File: config.mk
export PLATFORM = sky130hd
export DESIGN_NAME = aux_core_control_registers
export DESIGN_NICKNAME = d
export VERILOG_FILES = /design/src/verilog/aux_ctrl_pkg.sv /design/src/verilog/cp_access_decode.sv /design/src/verilog/aux_core_control_registers.sv
export SDC_FILE = /design/constraint.sdc
export NUM_CORES = 1
export LEC_CHECK = 0
export ABC_AREA = 0
export BUFFER_PORTS_ARGS = -buffer_cell sky130_fd_sc_hd__buf_2
export CAP_MARGIN = 5
export CORE_ASPECT_RATIO = 0.7
export CORE_MARGIN = 10
export CORE_UTILIZATION = 40
export DETAILED_ROUTE_END_ITERATION = 10
export PLACE_DENSITY_LB_ADDON = 0.05
export SLEW_MARGIN = 5
export SYNTH_ARGS = -nofsm -noshare
export SYNTH_HDL_FRONTEND = slang
export SYNTH_SLANG_ARGS = --single-unit
File: constraint.sdc
create_clock -name clk_in -period 1.9 [get_ports clk_in]
set_input_delay 0.19 -clock clk_in [delete_from_list [all_inputs] [get_ports clk_in]]
set_output_delay 0.19 -clock clk_in [all_outputs]
set_load 0.01 [all_outputs]
File: src/verilog/aux_ctrl_pkg.sv
/*
  Shared constants and types of the auxiliary core control registers:
  coprocessor transfer codes, field positions, reset values, write masks,
  and the packed layouts of both registers.
  Assumes nothing of its surroundings.
*/
package aux_ctrl_pkg;

  // ==========================================================
  // Coprocessor transfer codes of the two registers
  // ==========================================================
  localparam logic [3:0] AUX_CRN = 4'h1;
  localparam logic [2:0] AUX_OPC1 = 3'h0;
  localparam logic [3:0] AUX_CRM = 4'h0;
  localparam logic [2:0] AUX_OPC2 = 3'h1;
  localparam logic [3:0] SEC_CRN = 4'hf;
  localparam logic [2:0] SEC_OPC1 = 3'h0;
  localparam logic [3:0] SEC_CRM = 4'h0;
  localparam logic [2:0] SEC_OPC2 = 3'h0;

  // ==========================================================
  // Field positions
  // ==========================================================
  localparam int AUX_CASE_C_POS = 31;
  localparam int AUX_CASE_A_POS = 28;
  localparam int AUX_CHECK_B1_POS = 27;
  localparam int AUX_CHECK_A_POS = 25;
  localparam int AUX_SLAVE_EN_POS = 24;
  localparam int AUX_SLAVE_USER_POS = 23;
  localparam int AUX_PARITY_INJ_POS = 12;
  localparam int AUX_CEC_LSB = 3;
  localparam int AUX_EXT_B1_POS = 2;
  localparam int AUX_EXT_A_POS = 0;
  localparam int SEC_HARD_ERR_POS = 22;
  localparam int SEC_TWO_BIT_POS = 21;
  localparam int SEC_FP6_POS = 20;
  localparam int SEC_FP2_POS = 19;

  // ==========================================================
  // Reset values and write masks
  // ==========================================================
  localparam logic [2:0] CEC_RESET = 3'h4;
  localparam logic [1:0] POLICY_RESET = 2'h0;
  // Fixed reset part; configuration-driven bits are loaded after release
  localparam logic [31:0] AUX_RESET = 32'h0000_0020;
  localparam logic [31:0] SEC_RESET = 32'h0040_0000;
  // Bit 18 of the first register and bits 31:23 and 18:0 of the second are SBZ
  localparam logic [31:0] AUX_WMASK = 32'hfffb_ffff;
  localparam logic [31:0] SEC_WMASK = 32'h0078_0000;

  // ==========================================================
  // Prediction policy encodings
  // ==========================================================
  localparam logic [1:0] POLICY_NORMAL = 2'h0;
  localparam logic [1:0] POLICY_TAKEN = 2'h1;
  localparam logic [1:0] POLICY_NOT_TAKEN = 2'h2;

  typedef enum logic [1:0] {
    SEL_NONE,
    SEL_AUX,
    SEL_SEC
  } reg_sel_t;

  typedef struct packed {
    logic dual_issue_case_c_off;
    logic dual_issue_case_b2_off;
    logic dual_issue_case_b1_off;
    logic dual_issue_case_a_off;
    logic port_b1_check_en;
    logic port_b0_check_en;
    logic port_a_check_en;
    logic slave_cache_ram_en;
    logic slave_cache_ram_user_en;
    logic lil_multiple_off;
    logic loop_predict_off;
    logic branch_history_ext_off;
    logic fetch_rate_ctrl_off;
    logic rsvd18;
    logic return_stack_off;
    logic [1:0] predict_policy;
    logic write_burst_off;
    logic linefill_opt_off;
    logic parity_inject_en;
    logic noncache_forward_off;
    logic force_read_alloc;
    logic force_write_through;
    logic force_data_nonshared;
    logic divide_result_inorder;
    logic lil_all_loadstore_off;
    logic [2:0] cache_error_ctrl;
    logic port_b1_ext_err_en;
    logic port_b0_ext_err_en;
    logic port_a_ext_err_en;
  } aux_reg_t;

  typedef struct packed {
    logic [8:0] rsvd_hi;
    logic hard_error_recovery_off;
    logic two_bit_inject_en;
    logic fp_case6_dual_off;
    logic fp_case2_dual_off;
    logic [18:0] rsvd_lo;
  } sec_reg_t;

  // Coprocessor register transfer request
  typedef struct packed {
    logic valid;
    logic write;
    logic priv;
    logic [3:0] crn;
    logic [2:0] opc1;
    logic [3:0] crm;
    logic [2:0] opc2;
    logic [31:0] wdata;
  } cp_req_t;

  // Answer to a transfer, one cycle after it is taken
  typedef struct packed {
    logic ack;
    logic undef;
    logic [31:0] rdata;
  } cp_rsp_t;

  typedef struct packed {
    aux_reg_t aux;
    sec_reg_t sec;
    logic cfg_loaded;
    cp_rsp_t rsp;
    logic maint_undef;
  } ctrl_state_t;

endpackage

File: src/verilog/cp_access_decode.sv
/*
  Decodes a coprocessor transfer into the register it selects and whether
  it must be refused as undefined.
  Assumes the request fields are stable while valid is high.
*/
`timescale 1ns/10ps
module cp_access_decode (
  input wire aux_ctrl_pkg::cp_req_t req_in,
  output aux_ctrl_pkg::reg_sel_t sel_out,
  output logic undef_out
);
  import aux_ctrl_pkg::*;

  always_comb begin
    sel_out = SEL_NONE;
    if (req_in.valid && req_in.crn == AUX_CRN && req_in.opc1 == AUX_OPC1 &&
        req_in.crm == AUX_CRM && req_in.opc2 == AUX_OPC2) begin
      sel_out = SEL_AUX;
    end else if (req_in.valid && req_in.crn == SEC_CRN && req_in.opc1 == SEC_OPC1 &&
                 req_in.crm == SEC_CRM && req_in.opc2 == SEC_OPC2) begin
      sel_out = SEL_SEC;
    end
    // User-mode access to either register is undefined
    undef_out = (sel_out != SEL_NONE) && !req_in.priv;
  end

endmodule

File: src/verilog/aux_core_control_registers.sv
/*
  Auxiliary and secondary auxiliary control registers of the core, reached
  by coprocessor register transfers, with their control fields driven out
  to the pipeline, prefetch, bus master and memory error logic.
  Assumes requests and configuration inputs are synchronous to clk_in and
  that the configuration inputs are stable around reset release.
*/
// What this block does
// - Dual-issue case bits reset 0, 1 disables
// - Port check enables reset from check config
// - Slave cache access turns caching, maintenance off
// - Bit 23 permits non-privileged slave accesses
// - Bits 22, 6 turn off low latency
// - Bits 21, 20 disable loop, history extension
// - Bits 19, 17 disable fetch rate, return stack
// - Bits 16:15 select branch prediction policy
// - Bit 14 disables master write bursts
// - Bit 13 limits linefills to two
// - Bit 12 enables parity injection if built
// - Bit 11 stops non-cacheable data forwarding
// - Bits 10, 9 force read-allocate, write-through
// - Bit 8 forces data non-shared, protection off
// - Bit 7 keeps divide result move in order
// - Cache error control field resets to 100
// - External error enables reset from config
// - Secondary bit 22 resets 1, hard errors fatal
// - Secondary bit 21 two-bit injection, needs ECC
// - Secondary bits 20, 19 disable FP dual issue
`timescale 1ns/10ps
module aux_core_control_registers #(
  parameter bit PARITY_GEN_BUILT = 1'b1,
  parameter bit ECC_BUILT = 1'b1
) (
  input wire logic clk_in,
  input wire logic rst_in,
  input wire aux_ctrl_pkg::cp_req_t cp_req_in,
  output aux_ctrl_pkg::cp_rsp_t cp_rsp_out,
  input wire logic [2:0] check_enable_cfg_in,
  input wire logic [2:0] ext_err_enable_cfg_in,
  input wire logic cache_maint_req_in,
  output logic cache_maint_undef_out,
  input wire logic cache_enable_req_in,
  output logic cache_enable_out,
  input wire logic slave_ram_req_in,
  input wire logic slave_ram_priv_in,
  output logic slave_ram_grant_out,
  output logic slave_ram_refuse_out,
  input wire logic mpu_enabled_in,
  output logic force_data_nonshared_out,
  output logic predict_always_taken_out,
  output logic predict_always_not_taken_out,
  output logic predict_history_frozen_out,
  output logic max_two_linefills_out,
  output aux_ctrl_pkg::aux_reg_t aux_ctrl_reg_out,
  output aux_ctrl_pkg::sec_reg_t sec_ctrl_reg_out
);
  import aux_ctrl_pkg::*;

  // ==========================================================
  // State
  // ==========================================================
  ctrl_state_t state_ff;
  ctrl_state_t nxt_state;
  reg_sel_t sel;
  logic req_undef;
  logic [31:0] aux_wmask_eff;
  logic [31:0] sec_wmask_eff;

  cp_access_decode u_decode (
    .req_in(cp_req_in),
    .sel_out(sel),
    .undef_out(req_undef)
  );

  // Injection bits are read-as-zero where the generator was not built
  always_comb begin
    aux_wmask_eff = AUX_WMASK;
    aux_wmask_eff[AUX_PARITY_INJ_POS] = PARITY_GEN_BUILT;
    sec_wmask_eff = SEC_WMASK;
    sec_wmask_eff[SEC_TWO_BIT_POS] = ECC_BUILT;
  end

  // ==========================================================
  // Next state
  // ==========================================================
  always_comb begin
    nxt_state = state_ff;
    nxt_state.rsp.ack = 1'b0;
    nxt_state.rsp.undef = 1'b0;
    nxt_state.maint_undef = 1'b0;

    // Configuration-driven reset values are caught on the first edge after
    // release, because an async reset may only load constants.
    if (!state_ff.cfg_loaded) begin
      nxt_state.cfg_loaded = 1'b1;
      nxt_state.aux.port_b1_check_en = check_enable_cfg_in[2];
      nxt_state.aux.port_b0_check_en = check_enable_cfg_in[1];
      nxt_state.aux.port_a_check_en = check_enable_cfg_in[0];
      nxt_state.aux.port_b1_ext_err_en = ext_err_enable_cfg_in[2];
      nxt_state.aux.port_b0_ext_err_en = ext_err_enable_cfg_in[1];
      nxt_state.aux.port_a_ext_err_en = ext_err_enable_cfg_in[0];
    end else if (sel != SEL_NONE) begin
      nxt_state.rsp.ack = 1'b1;
      nxt_state.rsp.rdata = '0;
      if (req_undef) begin
        // Refused access changes nothing and returns zero
        nxt_state.rsp.undef = 1'b1;
      end else if (cp_req_in.write) begin
        // Masked write keeps SBZ bits at zero
        if (sel == SEL_AUX) begin
          nxt_state.aux = aux_reg_t'(cp_req_in.wdata & aux_wmask_eff);
        end else begin
          nxt_state.sec = sec_reg_t'(cp_req_in.wdata & sec_wmask_eff);
        end
      end else if (sel == SEL_AUX) begin
        nxt_state.rsp.rdata = 32'(state_ff.aux);
      end else begin
        nxt_state.rsp.rdata = 32'(state_ff.sec);
      end
    end

    // Maintenance is impossible while the slave owns the cache RAMs
    nxt_state.maint_undef = cache_maint_req_in && state_ff.aux.slave_cache_ram_en;
  end

  // ==========================================================
  // Registers
  // ==========================================================
  always_ff @(posedge clk_in or posedge rst_in) begin
    if (rst_in) begin
      // Pipeline bits reset to features-on
      state_ff.aux <= aux_reg_t'(AUX_RESET);
      state_ff.sec <= sec_reg_t'(SEC_RESET);
      state_ff.cfg_loaded <= 1'b0;
      state_ff.rsp <= '0;
      state_ff.maint_undef <= 1'b0;
    end else begin
      state_ff <= nxt_state;
    end
  end

  // ==========================================================
  // Outputs
  // ==========================================================
  assign cp_rsp_out = state_ff.rsp;
  assign cache_maint_undef_out = state_ff.maint_undef;
  assign aux_ctrl_reg_out = state_ff.aux;
  assign sec_ctrl_reg_out = state_ff.sec;

  // Caching is held off while the slave may touch the cache RAMs
  assign cache_enable_out = cache_enable_req_in && !state_ff.aux.slave_cache_ram_en;

  // Non-privileged slave access also needs its own permission bit
  assign slave_ram_grant_out = slave_ram_req_in && state_ff.aux.slave_cache_ram_en &&
                               (slave_ram_priv_in || state_ff.aux.slave_cache_ram_user_en);
  assign slave_ram_refuse_out = slave_ram_req_in && !slave_ram_grant_out;

  assign force_data_nonshared_out = state_ff.aux.force_data_nonshared && !mpu_enabled_in;

  // Policy 11 behaves as normal here; software must not select it
  assign predict_always_taken_out = state_ff.aux.predict_policy == POLICY_TAKEN;
  assign predict_always_not_taken_out = state_ff.aux.predict_policy == POLICY_NOT_TAKEN;
  assign predict_history_frozen_out = predict_always_taken_out || predict_always_not_taken_out;

  assign max_two_linefills_out = state_ff.aux.linefill_opt_off;

endmodule

Word level (Yosys, flattened, before mapping)
Cells that the tools add are included.
{"block": "word_totals", "ff_bits": 71, "latch_bits": 0, "ram_bits": 0, "mem_bits_ro": 0, "input_bits": 62, "mem_count": 0}
{"block": "classes", "n_addsub": 0, "multipliers": 0, "div": 0, "magnitude_cmp": 0, "eq_ne": 10, "n_shift": 0, "muxes": 15, "n_bitwise": 2, "reduce_logical": 29}
{"operator": "2-to-1 mux 60 bit", "n": 3}
{"operator": "2-to-1 mux 32 bit", "n": 3}
{"operator": "2-to-1 mux 34 bit", "n": 2}
{"operator": "2-to-1 mux 28 bit", "n": 1}
{"operator": "2-to-1 mux 23 bit", "n": 1}
{"operator": "logical AND 1 bit", "n": 15}
{"operator": "AND reduction 5 bit", "n": 2}
{"operator": "zero test 3 bit", "n": 2}
{"operator": "2-to-1 mux 3 bit", "n": 2}
{"operator": "equality test 2 x 1 -> 1 bit (second input constant)", "n": 2}
{"operator": "equality test 4 x 1 -> 1 bit (second input constant)", "n": 1}
{"operator": "equality test 4 bit (second input constant)", "n": 1}
{"operator": "zero test 1 bit", "n": 4}
{"operator": "zero test 4 bit", "n": 1}
{"operator": "2-to-1 mux 2 bit", "n": 2}
{"operator": "inequality test 2 x 1 -> 1 bit (second input constant)", "n": 2}
{"operator": "inequality test 2 bit (second input constant)", "n": 2}
{"operator": "AND reduction 4 bit", "n": 1}
{"operator": "equality test 3 x 1 -> 1 bit (second input constant)", "n": 1}
{"operator": "equality test 2 bit (second input constant)", "n": 1}
{"operator": "logical OR 1 bit", "n": 2}
{"operator": "inverter 1 bit", "n": 2}
{"operator": "AND reduction 2 bit", "n": 1}
{"operator": "nonzero test 2 bit", "n": 1}
{"operator": "2-to-1 mux 1 bit", "n": 1}

Longest topological paths before layout
{"block": "logic_depth", "depth_word": 13, "mapped_depth": 6}

Modules after synthesis
A second synthesis with hierarchy kept.
{"block": "hier_totals", "cells_unflattened": 301, "hier_area_um2": 3577.2}
{"module": "aux_core_control_registers", "instances": 1, "cells_per_inst": 292, "area_per_inst_um2": 3508.4, "seq_area_each_um2": 1754.2}
{"module": "cp_access_decode", "instances": 1, "cells_per_inst": 9, "area_per_inst_um2": 68.8, "seq_area_each_um2": 0.0}

Least setup slack after synthesis
OpenSTA, ideal clock, no wires.
{"block": "synth_path", "path_type": "input to register", "startpoint": "input cp_req_in[43] (netlist bit)", "endpoint": "register state_ff, in the netlist aux_ctrl_reg_out[0]", "arrival_ps": 1443, "t_required_ps": 1775, "setup_slack_ps": 331, "cell_stages": 5, "n_path_buf": 1, "cell_sequence": "nor4b_2 -> nand4_4 -> nor2_8 -> buf_12 -> mux2_4"}
{"block": "synth_via", "elab_chain_len": 11, "elab_cells_between_ends": 19}
{"item": "from (decl)", "line": "aux_core_control_registers.sv:36", "text": "input wire aux_ctrl_pkg::cp_req_t cp_req_in,"}
{"item": "equality test 4 bit", "line": "cp_access_decode.sv:19", "text": "end else if (req_in.valid && req_in.crn == SEC_CRN && req_in.opc1 == SEC_OPC1 &&"}
{"item": "logical AND 1 bit (3 in series)", "line": "cp_access_decode.sv:19"}
{"item": "logical AND 1 bit", "line": "cp_access_decode.sv:20", "text": "req_in.crm == SEC_CRM && req_in.opc2 == SEC_OPC2) begin"}
{"item": "2-to-1 mux 2 bit", "line": "cp_access_decode.sv:19"}
{"item": "2-to-1 mux 2 bit (*)", "line": "cp_access_decode.sv:16", "text": "if (req_in.valid && req_in.crn == AUX_CRN && req_in.opc1 == AUX_OPC1 &&"}
{"item": "nonzero test 2 bit", "line": "cp_access_decode.sv:24, aux_core_control_registers.sv:102"}
{"item": "logical AND 1 bit", "line": "cp_access_decode.sv:24", "text": "undef_out = (sel_out != SEL_NONE) && !req_in.priv;"}
{"item": "inequality test 2 bit (no source line)"}
{"item": "AND reduction 4 bit (no source line) (*)"}
{"item": "to (signal assigned)", "line": "aux_core_control_registers.sv:138", "text": "state_ff <= nxt_state;"}
{"item": "to (decl)", "line": "aux_core_control_registers.sv:62", "text": "ctrl_state_t state_ff;"}
Mark *: on every way between the ends. The rest lies on a longest branch, timed or not.
A chain may end at the register's enable or synchronous reset.

Final worst setup path
{"block": "layout_path", "startpoint": "register state_ff, in the netlist aux_ctrl_reg_out[15]", "endpoint": "output predict_history_frozen_out"}
{"block": "layout_via", "elab_chain_len": 2, "elab_cells_between_ends": 3}
{"item": "equality test 2 x 1 -> 1 bit / equality test 2 bit (equally long branches)", "line": "aux_core_control_registers.sv:161, aux_core_control_registers.sv:162"}
{"item": "logical OR 1 bit (*)", "line": "aux_core_control_registers.sv:163", "text": "assign predict_history_frozen_out = predict_always_taken_out || predict_always_not_taken_out;"}
{"item": "to (decl)", "line": "aux_core_control_registers.sv:52", "text": "output logic predict_history_frozen_out,"}
Marked as above.

==> results.ini <==
[logic_synthesis]
ys_ff_latch = 70
synth.area.top_cells = dfrtp_1 (42%), buf_4 (19%), mux2_4 (13%), a21boi_0 (5.0%), a31o_1 (5.0%)
synth_top_area_cell = dfrtp_1
avgSynthCellArea_um2 = 12.5
synth_cell_types = 36
synth-async-reset-ratio = 1.00
synth_top_area_frac = 0.420
synth_top_flop_cell = dfrtp_1
synth_edf_count = 0
synth_cells = 323
syn-cell-area_um2 = 4050
yosysSeqAreaShare = 0.433
ys_warn_count = 0

[sta]
setup_viol = 0
slew_violations = 0
finalCritPeriodShare = 0.758
worst_pin_slew_ns = 0.613
finClkSkew_ns = 0.00512
slew_headroom = 0.590
fin_crit_ns = 1.44
grt_setup_unrepaired = no
max_clock_freq_mhz = 694
fin_setup_tns_ns = 0
hold_violations = 0

[detailed_routing]
drc_errors = 0
wire_per_inst_um = 18.0
vias = 2433
met1_length_mm = 4.51
topRoutingLayerUsed = met4
route.met3.wl_um = 767
met2_wirelength_mm = 4.30
first_pass_iters = 4
avgViaCountPerCell = 4.55
drt_iter0_drc = 69
ant_nets = 0
routed_wl_mm = 9.65

[worst_setup_path]
crit_type = flip-flop to output port
cp_top_family = flip-flops
slowest_delay_ns = 0.41
cp.arrival_ns = 1.25
startpoint_type = flip-flop
worstPathCellList = inv_1 -> ha_1 -> inv_1 -> buf_2
path_max_fanout = 5
end_kind = output port
cp.required_ns = 1.71
cpMostUsedCell = inv_1
crit_buf_inv = 3
crit_slowest_cell = dfrtp_1

[global_route]
overflow = 0
grt_use_total = 0.130
grt_start_max_net_pins = 29
grt_pass1_vias = 2747
grt_pass1_wl_mm = 15.3
grt_antenna_before_repair = 0

[clock_tree]
htreeDepth = 3
clock_latency_ns = 0.33
numClockSinks = 70
clk_pin_slew_ns = 0.05
cts-root-buf = clkbuf_16
holdBufCountCts = 1
tritoncts = done
postCtsResizedCells = 0
post-cts-setup-buffers = 0
cts-buffers-inserted = 9
clock_path_buffers = 2

[finish]
regArea_um2 = 1750
layout-drive-gt1-share = 0.550
multiInputGateArea_um2 = 1500
syn_to_final_growth_pct = 13.8
nNetsFinal = 466
diodes = 0
fin_cells = 535
nFillCells = 903

[outcome]
status = completed

[placed_design]
dp.cells = 518
io_buffers = 137
gp_congestion = 0.723
dp_hpwl_mm = 7.41

[die]
floorplan.initialDensity = 0.413
row_count = 30
core-area_um2 = 9800
ios = 169
die_y_um = 104
dieArea_um2 = 14600
die_w_um = 140

[power_and_ir_drop]
p_per_area_nw_per_um2 = 743
leakage_nw = 2.53
max-vdd-ir-drop_mv = 0.433

[flow_run]
cap_violations = 0

[worst_hold_path]
hold_path_class = input port to flip-flop

==> kinds of logic after synthesis <==
| group | after synthesis | synth area share |
|---|---|---|
| adder cells (fa/ha/maj) | 2 | 0.00618 |
| flip-flops | 70 | 0.433 |
| other | 2 | 0.00185 |
| AO/OA/AOI/OAI | 59 | 0.118 |
| buffers and inverters | 119 | 0.224 |
| multiplexers | 45 | 0.155 |
| AND/OR/NAND/NOR | 26 | 0.0612 |
==> state kept, by name, indices dropped and copies added (netlist names) <==
name	flops
aux_ctrl_reg_out	30
max_two_linefills_out	1
state_ff	1
cp_rsp_out	33
cache_maint_undef_out	1
sec_ctrl_reg_out	4
==> worst paths after layout <==
kind                                            from                    endpoint  slack (ns)  cells past startpoint
min in group asynchronous                     rst_in              cp_rsp_out[31]        0.48                      3
worst min-delay path                   cp_req_in[46]              cp_rsp_out[32]        0.08                      2
max in group asynchronous                     rst_in         aux_ctrl_reg_out[5]        0.79                      4
worst min register to register        cp_rsp_out[19]              cp_rsp_out[19]        0.49                      1
worst max-delay path            aux_ctrl_reg_out[15]  predict_history_frozen_out        0.46                      4
worst max register to register          state_ff[35]               cp_rsp_out[8]        0.52                      4
==> synth_stat cells (all sizes together) (2+ instances only) <==
cell,instances
dfstp,2
mux2,41
nand4,2
nor2b,4
inv,5
nand2,2
nor2,2
a31o,27
buf,113
o2bb2ai,4
and3,4
ha,2
mux2i,4
and2,3
nand3,2
dfrtp,68
conb,2
a21boi,27
==> final cells by class <==
class                           count  share of cell area
Clock inverter                      4             0.00978
Timing Repair Buffer              153               0.189
Multi-Input combinational cell    163               0.325
Tap cell                          128              0.0348
Clock buffer                       12              0.0557
Inverter                            5             0.00489
Sequential cell                    70               0.381
==> routing by layer <==
layer	up-vias	global-route usage
li1	1151	-
met1	1179	0.167
met2	95	0.194
met3	8	0.0557
met4	0	0.0353
met5	-	0
==> power breakdown <==
| group | switching, mW | total, mW | leakage [nW] | internal [mW] |
|---|---|---|---|---|
| Sequential | 0.0115 | 1.52 | 0.955 | 1.51 |
| Combinational | 0.130 | 0.235 | 1.42 | 0.105 |
| Clock | 0.589 | 1.67 | 0.152 | 1.08 |
==> stage by stage <==
stage	instance area (um^2)	util	hold WS, ns	power (mW)	worst slack (ns)
3_5_place_dp	4300	0.438	0.295	1.78	0.106
4_1_cts	4610	0.470	0.0654	3.49	0.429
6_report	4610	0.470	0.0807	3.42	0.459
5_1_grt	4610	0.470	0.0798	3.56	0.360
3_3_place_gp	4300	0.438	0.288	1.78	0.126
2_1_floorplan	4160	-	0.256	1.72	0.331
==> placed cells by master (no fill, tap or decap), types with 4 or more instances in the layout <==
cell type | Yosys | layout
a21boi_0 | 27 | 27
a31o_1 | 23 | 23
a31o_2 | 4 | 4
and3_1 | 4 | 4
buf_12 | 3 | 5
buf_2 | 4 | 137
buf_4 | 104 | 10
clkbuf_16 | 0 | 9
conb_1 | 2 | 31
dfrtp_1 | 68 | 68
inv_1 | 5 | 4
mux2_2 | 7 | 7
mux2_4 | 34 | 34
mux2i_1 | 4 | 4
nor2b_1 | 4 | 4
o2bb2ai_1 | 4 | 4
(Power assumes the default switching activity.)
